`src/verilog/desf_map.svh`:
```
// register map and field layout of the error status flag block
// assumes inclusion by desf_pkg only; the design files use its macros without including it
`ifndef DESF_MAP_SVH
`define DESF_MAP_SVH
`define DESF_ADDR_IRQ_CTRL   8'hE0
`define DESF_ADDR_EN_A       8'hE1
`define DESF_ADDR_EN_B       8'hE2
`define DESF_ADDR_STAT_A     8'hE5
`define DESF_ADDR_STAT_B     8'hE6
`define DESF_BIT_SYNC        7
`define DESF_BIT_CSUM        6
`define DESF_BIT_HDR_UNFIX   5
`define DESF_BIT_HDR_FIX     4
`define DESF_BIT_LANE_PROTO  3
`define DESF_BIT_LEADER      2
`define DESF_BIT_PLL_UNLOCK  0
`define DESF_BIT_IRQ_EN      0
`define DESF_CHAN_LSB        2
`define DESF_CHAN_BITS       6
`define DESF_MASK_A          8'hFD
`define DESF_MASK_B          8'hFC
`define DESF_RESET_A         8'h01
`define DESF_RESET_B         8'h00
`define DESF_RESET_UNLOCK    1'b1
`define DESF_ZERO_BYTE       8'h00
`endif

```
`src/verilog/desf_pkg.sv`:
```
// types shared by the error status flag block
// assumes desf_map.svh sits beside it
`include "desf_map.svh"
package desf_pkg;
  typedef logic [7:0] desf_byte_type;
  typedef logic [`DESF_CHAN_BITS-1:0] desf_chan_type;
endpackage

```
`src/verilog/desf_sync3.sv`:
```
// three-stage synchroniser for one level from outside the clock domain
// a change counts once the second and third stages agree
`timescale 1ns/100ps
`default_nettype none
module desf_sync3 #(
  parameter logic RESET_VAL = 1'b0
) (
  input  wire logic clk,
  input  wire logic rstn,
  input  wire logic async_in,
  output var  logic level_out
);
  logic s1_q;
  logic s2_q;
  logic s3_q;

  always_ff @(posedge clk) begin
    if (!rstn) begin
      s1_q <= RESET_VAL;
      s2_q <= RESET_VAL;
      s3_q <= RESET_VAL;
    end else begin
      s1_q <= async_in;
      s2_q <= s1_q;
      s3_q <= s2_q;
    end
  end

  // hold the last agreed value while stages two and three disagree
  always_ff @(posedge clk) begin
    if (!rstn) begin
      level_out <= RESET_VAL;
    end else if (s2_q == s3_q) begin
      level_out <= s3_q;
    end
  end
endmodule // desf_sync3
`default_nettype wire

```
`src/verilog/desf_chan_flags.sv`:
```
// six sticky write-one-to-clear error flags for one receive channel
// assumes one-cycle event pulses from the channel packet processor
`timescale 1ns/100ps
`default_nettype none
module desf_chan_flags
  import desf_pkg::*;
#(
  parameter int N = `DESF_CHAN_BITS
) (
  input  wire logic          clk,
  input  wire logic          rstn,
  input  wire desf_chan_type set_evt,
  input  wire desf_chan_type clr_ones,
  output var  desf_chan_type flags_q
);
  // the flag field layout is fixed, so only the documented width is served
  if (N != `DESF_CHAN_BITS) begin : g_bad_width
    $error("desf_chan_flags: N must be six");
  end

  // set wins over a clear in the same cycle; zeros leave flags alone
  always_ff @(posedge clk) begin
    if (!rstn) begin
      flags_q <= '0;
    end else begin
      flags_q <= (flags_q & ~clr_ones) | set_evt;
    end
  end
endmodule // desf_chan_flags
`default_nettype wire

```
`src/verilog/desf_top.sv`:
```
// error status flags and interrupt logic of a dual-channel video bridge
// assumes event inputs are one-cycle pulses on clk from each channel's
// packet processor; pll lock arrives from another domain
//
// Notes on behaviour
// - bit 7 sets on a channel sync error (unexpected sync packet).
// - bit 6 sets on a payload checksum mismatch.
// - bit 5 sets on an uncorrectable header error.
// - bit 4 sets on a corrected single header error.
// - bit 3 sets on any low-level lane protocol error.
// - protocol flag covers sot/eot, escape, lp sync and false control.
// - lane merge failures also set the protocol flag.
// - bit 2 sets on a start-of-transmission leader bit error.
// - flags stay set until software writes one to them.
// - bit 0 of channel a sets on pll lock loss; resets to one.
// - channel a flags at channel_a_error_status bits 7..2, bit 1 reserved, reset zero.
// - channel b flags at channel_b_error_status bits 7..2, bits 1..0 reserved zero.
// - irq pin floats unless global enable at 0xE0 is set.
// - enable bits at 0xE1 and 0xE2 mask each flag from irq.
//
// Decided for this implementation: strobed register access.
`timescale 1ns/100ps
`default_nettype none
module desf_top
  import desf_pkg::*;
(
  input  wire logic          clk,
  input  wire logic          rstn,
  input  wire desf_byte_type reg_addr,
  input  wire desf_byte_type reg_wdata,
  input  wire logic          reg_wr,
  input  wire logic          reg_rd,
  output var  desf_byte_type reg_rdata,
  input  wire logic          a_sync_err,
  input  wire logic          a_csum_err,
  input  wire logic          a_hdr_unfix_err,
  input  wire logic          a_hdr_fix_err,
  input  wire logic          a_sot_sync_err,
  input  wire logic          a_eot_sync_err,
  input  wire logic          a_escape_err,
  input  wire logic          a_lp_sync_err,
  input  wire logic          a_false_ctrl_err,
  input  wire logic          a_lane_merge_err,
  input  wire logic          a_leader_bit_err,
  input  wire logic          b_sync_err,
  input  wire logic          b_csum_err,
  input  wire logic          b_hdr_unfix_err,
  input  wire logic          b_hdr_fix_err,
  input  wire logic          b_sot_sync_err,
  input  wire logic          b_eot_sync_err,
  input  wire logic          b_escape_err,
  input  wire logic          b_lp_sync_err,
  input  wire logic          b_false_ctrl_err,
  input  wire logic          b_lane_merge_err,
  input  wire logic          b_leader_bit_err,
  input  wire logic          pll_locked,
  output var  logic          irq_o,
  output var  logic          irq_oe
);
  desf_chan_type set_a;
  desf_chan_type set_b;
  desf_chan_type clr_a;
  desf_chan_type clr_b;
  desf_chan_type flags_a_q;
  desf_chan_type flags_b_q;
  desf_byte_type en_a_q;
  desf_byte_type en_b_q;
  desf_byte_type stat_a;
  desf_byte_type stat_b;
  desf_byte_type rdata_d;
  logic          irq_en_q;
  logic          pll_unlock_q;
  logic          lock_sync;
  logic          lock_prev_q;
  logic          unlock_evt;
  logic          wr_stat_a;
  logic          wr_stat_b;
  logic          pending;

  // event mapping, msb first: sync, checksum, unfix, fix, proto, leader
  always_comb begin
    set_a = {a_sync_err,
             a_csum_err,
             a_hdr_unfix_err,
             a_hdr_fix_err,
             a_sot_sync_err | a_eot_sync_err | a_escape_err |
             a_lp_sync_err | a_false_ctrl_err |
             a_lane_merge_err,
             a_leader_bit_err};
    set_b = {b_sync_err,
             b_csum_err,
             b_hdr_unfix_err,
             b_hdr_fix_err,
             b_sot_sync_err | b_eot_sync_err | b_escape_err |
             b_lp_sync_err | b_false_ctrl_err |
             b_lane_merge_err,
             b_leader_bit_err};
  end

  assign wr_stat_a = reg_wr && (reg_addr == `DESF_ADDR_STAT_A);
  assign wr_stat_b = reg_wr && (reg_addr == `DESF_ADDR_STAT_B);
  // only the flag field of the written byte clears these flags; bit 0 of a channel a write clears the unlock flag
  assign clr_a = wr_stat_a
    ? reg_wdata[`DESF_CHAN_LSB +: `DESF_CHAN_BITS] : '0;
  assign clr_b = wr_stat_b
    ? reg_wdata[`DESF_CHAN_LSB +: `DESF_CHAN_BITS] : '0;

  desf_chan_flags u_flags_a (
    .clk      (clk),
    .rstn     (rstn),
    .set_evt  (set_a),
    .clr_ones (clr_a),
    .flags_q  (flags_a_q)
  );

  desf_chan_flags u_flags_b (
    .clk      (clk),
    .rstn     (rstn),
    .set_evt  (set_b),
    .clr_ones (clr_b),
    .flags_q  (flags_b_q)
  );

  // lock comes from the pll domain; start as locked so reset makes no event
  desf_sync3 #(
    .RESET_VAL (1'b1)
  ) u_lock_sync (
    .clk       (clk),
    .rstn      (rstn),
    .async_in  (pll_locked),
    .level_out (lock_sync)
  );

  always_ff @(posedge clk) begin
    if (!rstn) begin
      lock_prev_q <= 1'b1;
    end else begin
      lock_prev_q <= lock_sync;
    end
  end

  assign unlock_evt = lock_prev_q && !lock_sync;

  // unlock flag reads one after reset: the pll has not locked yet
  always_ff @(posedge clk) begin
    if (!rstn) begin
      pll_unlock_q <= `DESF_RESET_UNLOCK;
    end else if (unlock_evt) begin
      pll_unlock_q <= 1'b1;
    end else if (wr_stat_a && reg_wdata[`DESF_BIT_PLL_UNLOCK]) begin
      pll_unlock_q <= 1'b0;
    end
  end

  always_ff @(posedge clk) begin
    if (!rstn) begin
      irq_en_q <= 1'b0;
    end else if (reg_wr && reg_addr == `DESF_ADDR_IRQ_CTRL) begin
      irq_en_q <= reg_wdata[`DESF_BIT_IRQ_EN];
    end
  end

  // reserved enable bits are not stored, so they read back as zero
  always_ff @(posedge clk) begin
    if (!rstn) begin
      en_a_q <= `DESF_ZERO_BYTE;
      en_b_q <= `DESF_ZERO_BYTE;
    end else if (reg_wr && reg_addr == `DESF_ADDR_EN_A) begin
      en_a_q <= reg_wdata & `DESF_MASK_A;
    end else if (reg_wr && reg_addr == `DESF_ADDR_EN_B) begin
      en_b_q <= reg_wdata & `DESF_MASK_B;
    end
  end

  // reserved status bits read zero
  assign stat_a = {flags_a_q, 1'b0, pll_unlock_q};
  assign stat_b = {flags_b_q, 2'b00};

  always_comb begin
    rdata_d = `DESF_ZERO_BYTE;
    unique case (reg_addr)
      `DESF_ADDR_IRQ_CTRL: rdata_d = {7'h00, irq_en_q};
      `DESF_ADDR_EN_A:     rdata_d = en_a_q;
      `DESF_ADDR_EN_B:     rdata_d = en_b_q;
      `DESF_ADDR_STAT_A:   rdata_d = stat_a;
      `DESF_ADDR_STAT_B:   rdata_d = stat_b;
      default:             rdata_d = `DESF_ZERO_BYTE;
    endcase
  end

  // read data valid only in the cycle after the strobe
  always_ff @(posedge clk) begin
    if (!rstn) begin
      reg_rdata <= `DESF_ZERO_BYTE;
    end else if (reg_rd) begin
      reg_rdata <= rdata_d;
    end else begin
      reg_rdata <= `DESF_ZERO_BYTE;
    end
  end

  assign pending = |(stat_a & en_a_q) || |(stat_b & en_b_q);

  // registered output adds one cycle from flag to pin
  always_ff @(posedge clk) begin
    if (!rstn) begin
      irq_o  <= 1'b0;
      irq_oe <= 1'b0;
    end else begin
      irq_oe <= irq_en_q && pending;
      irq_o  <= irq_en_q && pending;
    end
  end
endmodule // desf_top
`default_nettype wire

```
`config.mk`:
```
export PLATFORM = sky130hd
export DESIGN_NAME = desf_top
export DESIGN_NICKNAME = d
export VERILOG_FILES = /design/src/verilog/desf_pkg.sv /design/src/verilog/desf_sync3.sv /design/src/verilog/desf_chan_flags.sv /design/src/verilog/desf_top.sv
export VERILOG_INCLUDE_DIRS = /design/src /design/src/verilog
export SDC_FILE = /design/constraint.sdc
export NUM_CORES = 1
export LEC_CHECK = 0
export ABC_AREA = 0
export CORE_ASPECT_RATIO = 0.8
export CORE_MARGIN = 3
export CORE_UTILIZATION = 43
export DETAILED_ROUTE_END_ITERATION = 8
export DONT_BUFFER_PORTS = 1
export GPL_ROUTABILITY_DRIVEN = 0
export PLACE_DENSITY = 0.55
export SYNTH_ARGS = -nofsm -noshare
export SYNTH_HDL_FRONTEND = slang
export SYNTH_HIERARCHICAL = 1
export SYNTH_SLANG_ARGS = --single-unit
```
`constraint.sdc`:
```
create_clock -name clk -period 4.05 [get_ports clk]
set_clock_uncertainty 0.15 [all_clocks]
set_input_delay 0.81 -clock clk [delete_from_list [all_inputs] [get_ports clk]]
set_output_delay 0.81 -clock clk [all_outputs]
set_load 0.1 [all_outputs]
```
==> results of run 1 <==
## stage by stage
step / cells / hold WS [ns]
finish: 249 / 0.2725
global route: 249 / 0.3003
CTS: 249 / 0.2782
detailed placement: 241 / 0.2577
global placement: 241 / 0.2527
floorplan: 192 / 0.2363
## logic make-up after synthesis
family | synth area share (%)
AOI/OAI and AO/OA | 15.22
buffers and inverters | 4.134
DFF | 41.99
muxes | 9.055
other | 0.1967
and+or+nand+nor | 29.40
## layout make-up
class                      instances  area [sq um]
multi-input combinational        137          1027
clock inverter                     2         10.01
tap                               57         71.32
fill                             423          2211
inverter                           7         26.28
clock buffer                       6         82.58
sequential                        40         802.0
## synthesized netlist by cell type
library cell / count
nor2_1: 10
nor2b_4: 12
or3b_2: 1
buf_6: 2
and2_1: 12
nand3b_1: 1
nand4_1: 1
dfxtp_1: 40
conb_1: 1
a21oi_1: 1
a221oi_1: 2
nor2b_1: 15
mux2i_1: 15
nand2_1: 12
a22oi_1: 2
clkbuf_1: 4
a22o_1: 1
or3b_1: 2
o21a_1: 12
o21ai_0: 1
nand4b_1: 2
nor4_1: 3
o21ai_1: 1
inv_1: 7
buf_4: 2
mux2_2: 2
a32oi_1: 1
a31oi_1: 2
nor3b_1: 1
nor3_1: 7
a21o_1: 1
nand2b_1: 4
o32ai_1: 5
a2111o_1: 1
a222oi_1: 6
## worst min-delay path by stage
stage               depth (start not counted)  slack, ns        startpoint                to
global placement                            1       0.25  u_lock_sync/s1_q  u_lock_sync/s2_q
global route                                1       0.30  u_lock_sync/s1_q  u_lock_sync/s2_q
CTS                                         1       0.28  u_lock_sync/s1_q  u_lock_sync/s2_q
floorplan                                   1       0.24  u_lock_sync/s1_q  u_lock_sync/s2_q
detailed placement                          1       0.26  u_lock_sync/s1_q  u_lock_sync/s2_q
finish                                      1       0.27  u_lock_sync/s1_q  u_lock_sync/s2_q
## flip-flops by register name, summed over array words and instances (netlist names)
| name | cells |
|---|---|
| u_lock_sync/s2_q | 1 |
| u_flags_a/flags_q | 6 |
| u_lock_sync/s1_q | 1 |
| lock_prev_q | 1 |
| en_a_q | 7 |
| reg_rdata | 7 |
| en_b_q | 6 |
| irq_oe | 1 |
| u_lock_sync/s3_q | 1 |
| u_lock_sync/level_out | 1 |
| irq_en_q | 1 |
| pll_unlock_q | 1 |
| u_flags_b/flags_q | 6 |
## power groups by stage
stage | clock network, mW | logic, mW | registers, mW
4_1_cts | 0.282 | 0.0397 | 0.411
6_report | 0.274 | 0.0394 | 0.411
5_1_grt | 0.301 | 0.0430 | 0.412
3_3_place_gp | 0 | 0.0386 | 0.420
3_5_place_dp | 0 | 0.0396 | 0.420
2_1_floorplan | 0 | 0.0417 | 0.417
## critical path: stages
cell,delay (ns)
or3b_1,0.51
nor3_1,0.83
and2_1,0.28
nor2b_4,0.05
o21a_1,0.16
## layer usage
metal  GRT usage [%]  vias up
met5               0        -
met4           8.650        0
met3           5.616        7
met2           23.76       65
met1           22.75      638
li1                -      684
==> flow_summary_export.csv, run 1 <==
group,metric,value,unit
place,detailed_place_hpwl,2981,um
power_and_ir_drop,clock_share_of_power,37.8,%
synth,synth_seq_cells,40,
power_and_ir_drop,seq_power_share,56.8,%
synth,netlist.top_cell.by_area,"dfxtp_1",
global_route,grt-ovfl-total,0,
synth,synth_fp_nets,235,
place,io_buffer_count,0,
sta,postLayoutSetupSlackWorst,1.449,ns
global_route,grt_first_pass_wirelength,6651,um
power_and_ir_drop,power.density_cell_area,358.4,nW/um^2
route,met2WireLength,1725,um
critical_path,setup.worst_path.end,"u_flags_a/flags_q[2]",
sta,final_min_period_over_clock_period,64.22,%
route,drc,0,
synth,post_synth_inst_count,192,
floorplan,dieArea,5274,sq um
layout,finalCoreUtilization,47.74,%
min_path,hold_class,"flip-flop to flip-flop",
route,wl_per_cell,16.45,um
cts,postCtsResizedCells,0,
route,routed-via-count,1394,
route,dr_wl_met3,375,um
critical_path,crit-reg2reg-capture,"irq_oe",
cts,clock_tree.htree_level_count,2,
run_status,status,"complete, no violations",
power_and_ir_drop,p_total,0.7238,mW
sta,setup_viol_count_final,0,
layout,layout.cells.most_common,"dfxtp_1",
cts,tritoncts.num_buffers,5,
power_and_ir_drop,worst_vdd_ir,0.1939,mV
route,drt_pre_antenna_iters,5,
synth,synthesis.area_per_instance,9.931,sq um
sta,remaining_max_slew_budget_at_the_tightest_pin,33.78,%
critical_path,crit_type,"input port to flip-flop",
critical_path,cp-end-kind,"flip-flop",
sta,post_route_setup_tns,0,ns
floorplan,die_height,65.56,um
floorplan,floorplan.io_pins,53,
cts,cts_tree,"done",
floorplan,die_w,80.45,um
critical_path,critical_path_arrival,2.64,ns
sta,finalHoldViolCount,0,
layout,finish.net_count,234,
floorplan,std_cell_rows,21,
route,route.antenna.remaining_nets,0,
synth,syn_area,1907,sq um
layout,drive_above_1_share,12.50,%
cts,clock_pin_slew_on_the_worst_setup_and_hold_paths,0.08,ns
floorplan,initial_core_utilization,45.08,%
power_and_ir_drop,p_leak,0.7788,nW
critical_path,worstReg2RegStart,"u_flags_b/flags_q[3]",
sta,max_clock_freq,0.3845,GHz
sta,final_slew_violations,0,
critical_path,length_in_cells_of_the_worst_reg_to_reg_path,4,
place,preCtsSetupSlack,1.154,ns
critical_path,origin_of_the_worst_setup_path,"reg_addr[4]",
route,route.top_layer_used,"met4",
sta,fin_crit,2.601,ns
global_route,grt_usage,16.87,%
synth,synth_warnings,6,
global_route,grt_antenna_before_repair,0,
cts,numClockSinks,40,
power_and_ir_drop,netSwitchingPower,0.1604,mW
layout,design_area,2019,sq um
route,initialDrtViolationCount,100,
cts,cts.repair_timing.setup_buffer_count,0,
route,post_drt_via_cell_ratio,5.598,
power_and_ir_drop,power_report.internal_total,0.5634,mW
cts,cts_root_buffer,"clkbuf_8",
layout,n_antenna_cell,0,
sta,pin_slew_with_the_least_headroom_to_its_limit,0.9957,ns
floorplan,core_area,4230,sq um
cts,clock_path_buffers,2,
critical_path,reg2reg_slack,2.76,ns
route,detail_route.wirelength,4097,um
layout,most-common-layout-cells,"39 x dfxtp_1, 15 x nor2b_1, 15 x mux2i_1",
critical_path,startpoint_type,"input port",
layout,synthToLayoutAreaGrowth,5.906,%
critical_path,cp_max_fo,9,
sta,unrepaired_setup_endpoints_after_global_routing,"no",
global_route,number_of_global_route_vias_before_repair,1370,
power_and_ir_drop,swShare,22.16,%
critical_path,timing.critical_path.required,4.09,ns
global_route,largest_net_degree_at_the_start_of_global_routing,35,
synth,synth-seq-area-share,41.99,%
synth,netlist.area_leader.share,41.99,%
place,placement.cell_area,1927,sq um
cts,worst_skew_pair.late_latency,0.29,ns
run,cap_violations,0,
power_and_ir_drop,power_frac_comb,5.4,%
synth,synth_top_cells_by_area,"dfxtp_1 42%, nor2b_4 8.7%, mux2i_1 7.9%, nor2b_1 4.9%, o21a_1 4.7%",
route,wl_met1,1918,um
synth,yosys.cell_types.count,35,
cts,holdBufCountCts,0,
Power figures use the tool's default switching activity.
==> inputs of run 2 (changes only) <==
- clock period: 4.05 -> 2.4 ns (I/O delays scaled with it)
==> run 2 against run 1 <==
Compared with the run above:
- routed wire length up 5.0%
- count of clock-buffer cells in the layout is 1 lower
- combinational power is 77% higher
- sequential share of layout area fell by 2.6 points
- flip-flop and latch count did not move
- largest power group unchanged
==> flow_summary_export.csv, run 2 (synthesized netlist as in run 1, its figures left out) <==
group,metric,value,unit
run_status,status,"complete, no violations",
cts,cts.repair_timing.setup_buffer_count,0,
floorplan,initial_core_utilization,45.08,%
layout,n_antenna_cell,0,
sta,setup_viol_count_final,0,
route,drt_pre_antenna_iters,5,
place,detailed_place_hpwl,3115,um
power_and_ir_drop,power.density_cell_area,605.3,nW/um^2
global_route,grt-ovfl-total,0,
cts,postCtsResizedCells,0,
min_path,hold_class,"input port to flip-flop",
critical_path,crit-reg2reg-capture,"irq_oe",
floorplan,core_area,4230,sq um
global_route,largest_net_degree_at_the_start_of_global_routing,35,
critical_path,crit_type,"input port to flip-flop",
cts,worst_skew_pair.late_latency,0.29,ns
sta,finalHoldViolCount,0,
route,initialDrtViolationCount,210,
global_route,most_used_routing_layer,"met2",
floorplan,dieArea,5274,sq um
global_route,number_of_global_route_vias_before_repair,1378,
critical_path,timing.critical_path.required,2.44,ns
layout,top_regs,"en_a_q: 7 flops, reg_rdata: 7 flops",
cts,holdBufCountCts,0,
global_route,grt_first_pass_wirelength,6796,um
sta,final_min_period_over_clock_period,77.80,%
sta,post_route_setup_tns,0,ns
critical_path,length_in_cells_of_the_worst_reg_to_reg_path,4,
min_path,hold_path.startpoint,"rstn",
global_route,groute.layer.met1.usage,22.15,%
global_route,global_route.usage.met2,26.86,%
sta,fin_crit,1.867,ns
floorplan,floorplan.io_pins,53,
power_and_ir_drop,p_leak,0.8639,nW
run,cap_violations,0,
layout,synthToLayoutAreaGrowth,13.45,%
cts,numClockSinks,40,
layout,layout.cells.most_common,"dfxtp_1",
min_path,whs_endpoint,"u_lock_sync/s1_q",
floorplan,die_height,65.56,um
route,routed-via-count,1463,
route,route.antenna.remaining_nets,0,
layout,drive_above_1_share,18.84,%
critical_path,cp-end-kind,"flip-flop",
route,post_drt_via_cell_ratio,5.542,
layout,most-common-layout-cells,"39 x dfxtp_1, 15 x nor2b_1, 15 x mux2i_1, 14 x buf_4",
min_path,holdPathStages,1,
layout,finish.net_count,249,
global_route,grt_usage,17.04,%
critical_path,worstReg2RegStart,"u_flags_b/flags_q[3]",
cts,clock_tree.htree_level_count,2,
route,wl_per_cell,16.30,um
global_route,grt_antenna_before_repair,0,
route,detail_route.wirelength,4303,um
sta,final_slew_violations,0,
sta,pin_slew_with_the_least_headroom_to_its_limit,0.5751,ns
sta,remaining_max_slew_budget_at_the_tightest_pin,61.36,%
layout,filler_cell_count,393,
power_and_ir_drop,worst_vdd_ir,0.3843,mV
cts,clock_path_buffers,2,
route,drc,0,
cts,cts_root_buffer,"clkbuf_8",
layout,finalCoreUtilization,51.14,%
place,io_buffer_count,0,
cts,cts_tree,"done",
floorplan,std_cell_rows,21,
critical_path,cp_max_fo,9,
critical_path,startpoint_type,"input port",
sta,unrepaired_setup_endpoints_after_global_routing,"no",
cts,clock_pin_slew_on_the_worst_setup_and_hold_paths,0.08,ns
sta,max_clock_freq,0.5355,GHz
global_route,grt_use_met3,4.658,%
floorplan,die_w,80.45,um
critical_path,critical_path_arrival,1.91,ns
cts,tritoncts.num_buffers,5,
critical_path,reg2reg_slack,1.09,ns
==> run 2: cell types whose count changed in the layout (fill, tap and decap cells not counted) <==
cell / change
buf_4: +14
clkinv_2: -1
clkinvlp_4: +1
bufinv_16: +1
clkbuf_8: -1
buf_12: +1
==> run 2: area by class of cell <==
class	instances	area (sq um)	share of cell area, %
Sequential cell	40	802.0	37.07
Multi-Input combinational cell	137	1027	47.48
Clock buffer	5	68.82	3.181
Timing Repair Buffer	15	125.1	5.784
Inverter	7	26.28	1.215
Tap cell	57	71.32	3.297
Clock inverter	3	42.54	1.966
==> run 2: worst max-delay path, stage by stage <==
cell and delay [ns]:
or3b_1 0.50, or3b_1 0.64, mux2i_1 0.22, nor2b_1 0.06
==> run 2: worst max path at each step <==
stage,start,end,slack (ns)
3_3_place_gp,reg_addr[4],en_a_q[2],0.23
2_1_floorplan,reg_addr[4],u_flags_a/flags_q[0],0.37
4_1_cts,reg_addr[4],en_a_q[5],0.54
3_5_place_dp,reg_addr[4],en_a_q[5],0.23
6_report,reg_addr[4],en_a_q[5],0.53
5_1_grt,reg_addr[4],en_a_q[5],0.50
==> run 2: power breakdown <==
group	internal, mW	leakage [nW]	switching, mW
clock network	0.308	0.0541	0.238
logic	0.0437	0.482	0.0260
registers	0.680	0.327	0.0145
total	1.03	0.864	0.279
==> run 2: layer usage <==
metal,wire (um),vias to the layer above
li1,-,711
met1,1967,674
met2,1846,67
met3,400,11
met4,89,0
met5,0,-
==> run 2: per-stage QoR <==
stage / hold slack, ns / instances / cell area, sq um / power (mW) / setup WS [ns]
2_1_floorplan: 0.2363 / 192 / 1907 / 0.7739 / 0.3729
3_3_place_gp: 0.2534 / 256 / 2052 / 0.7761 / 0.2347
3_5_place_dp: 0.2439 / 256 / 2052 / 0.7796 / 0.2255
4_1_cts: 0.1009 / 264 / 2163 / 1.320 / 0.5358
5_1_grt: 0.09924 / 264 / 2163 / 1.364 / 0.4970
6_report: 0.1280 / 264 / 2163 / 1.309 / 0.5327
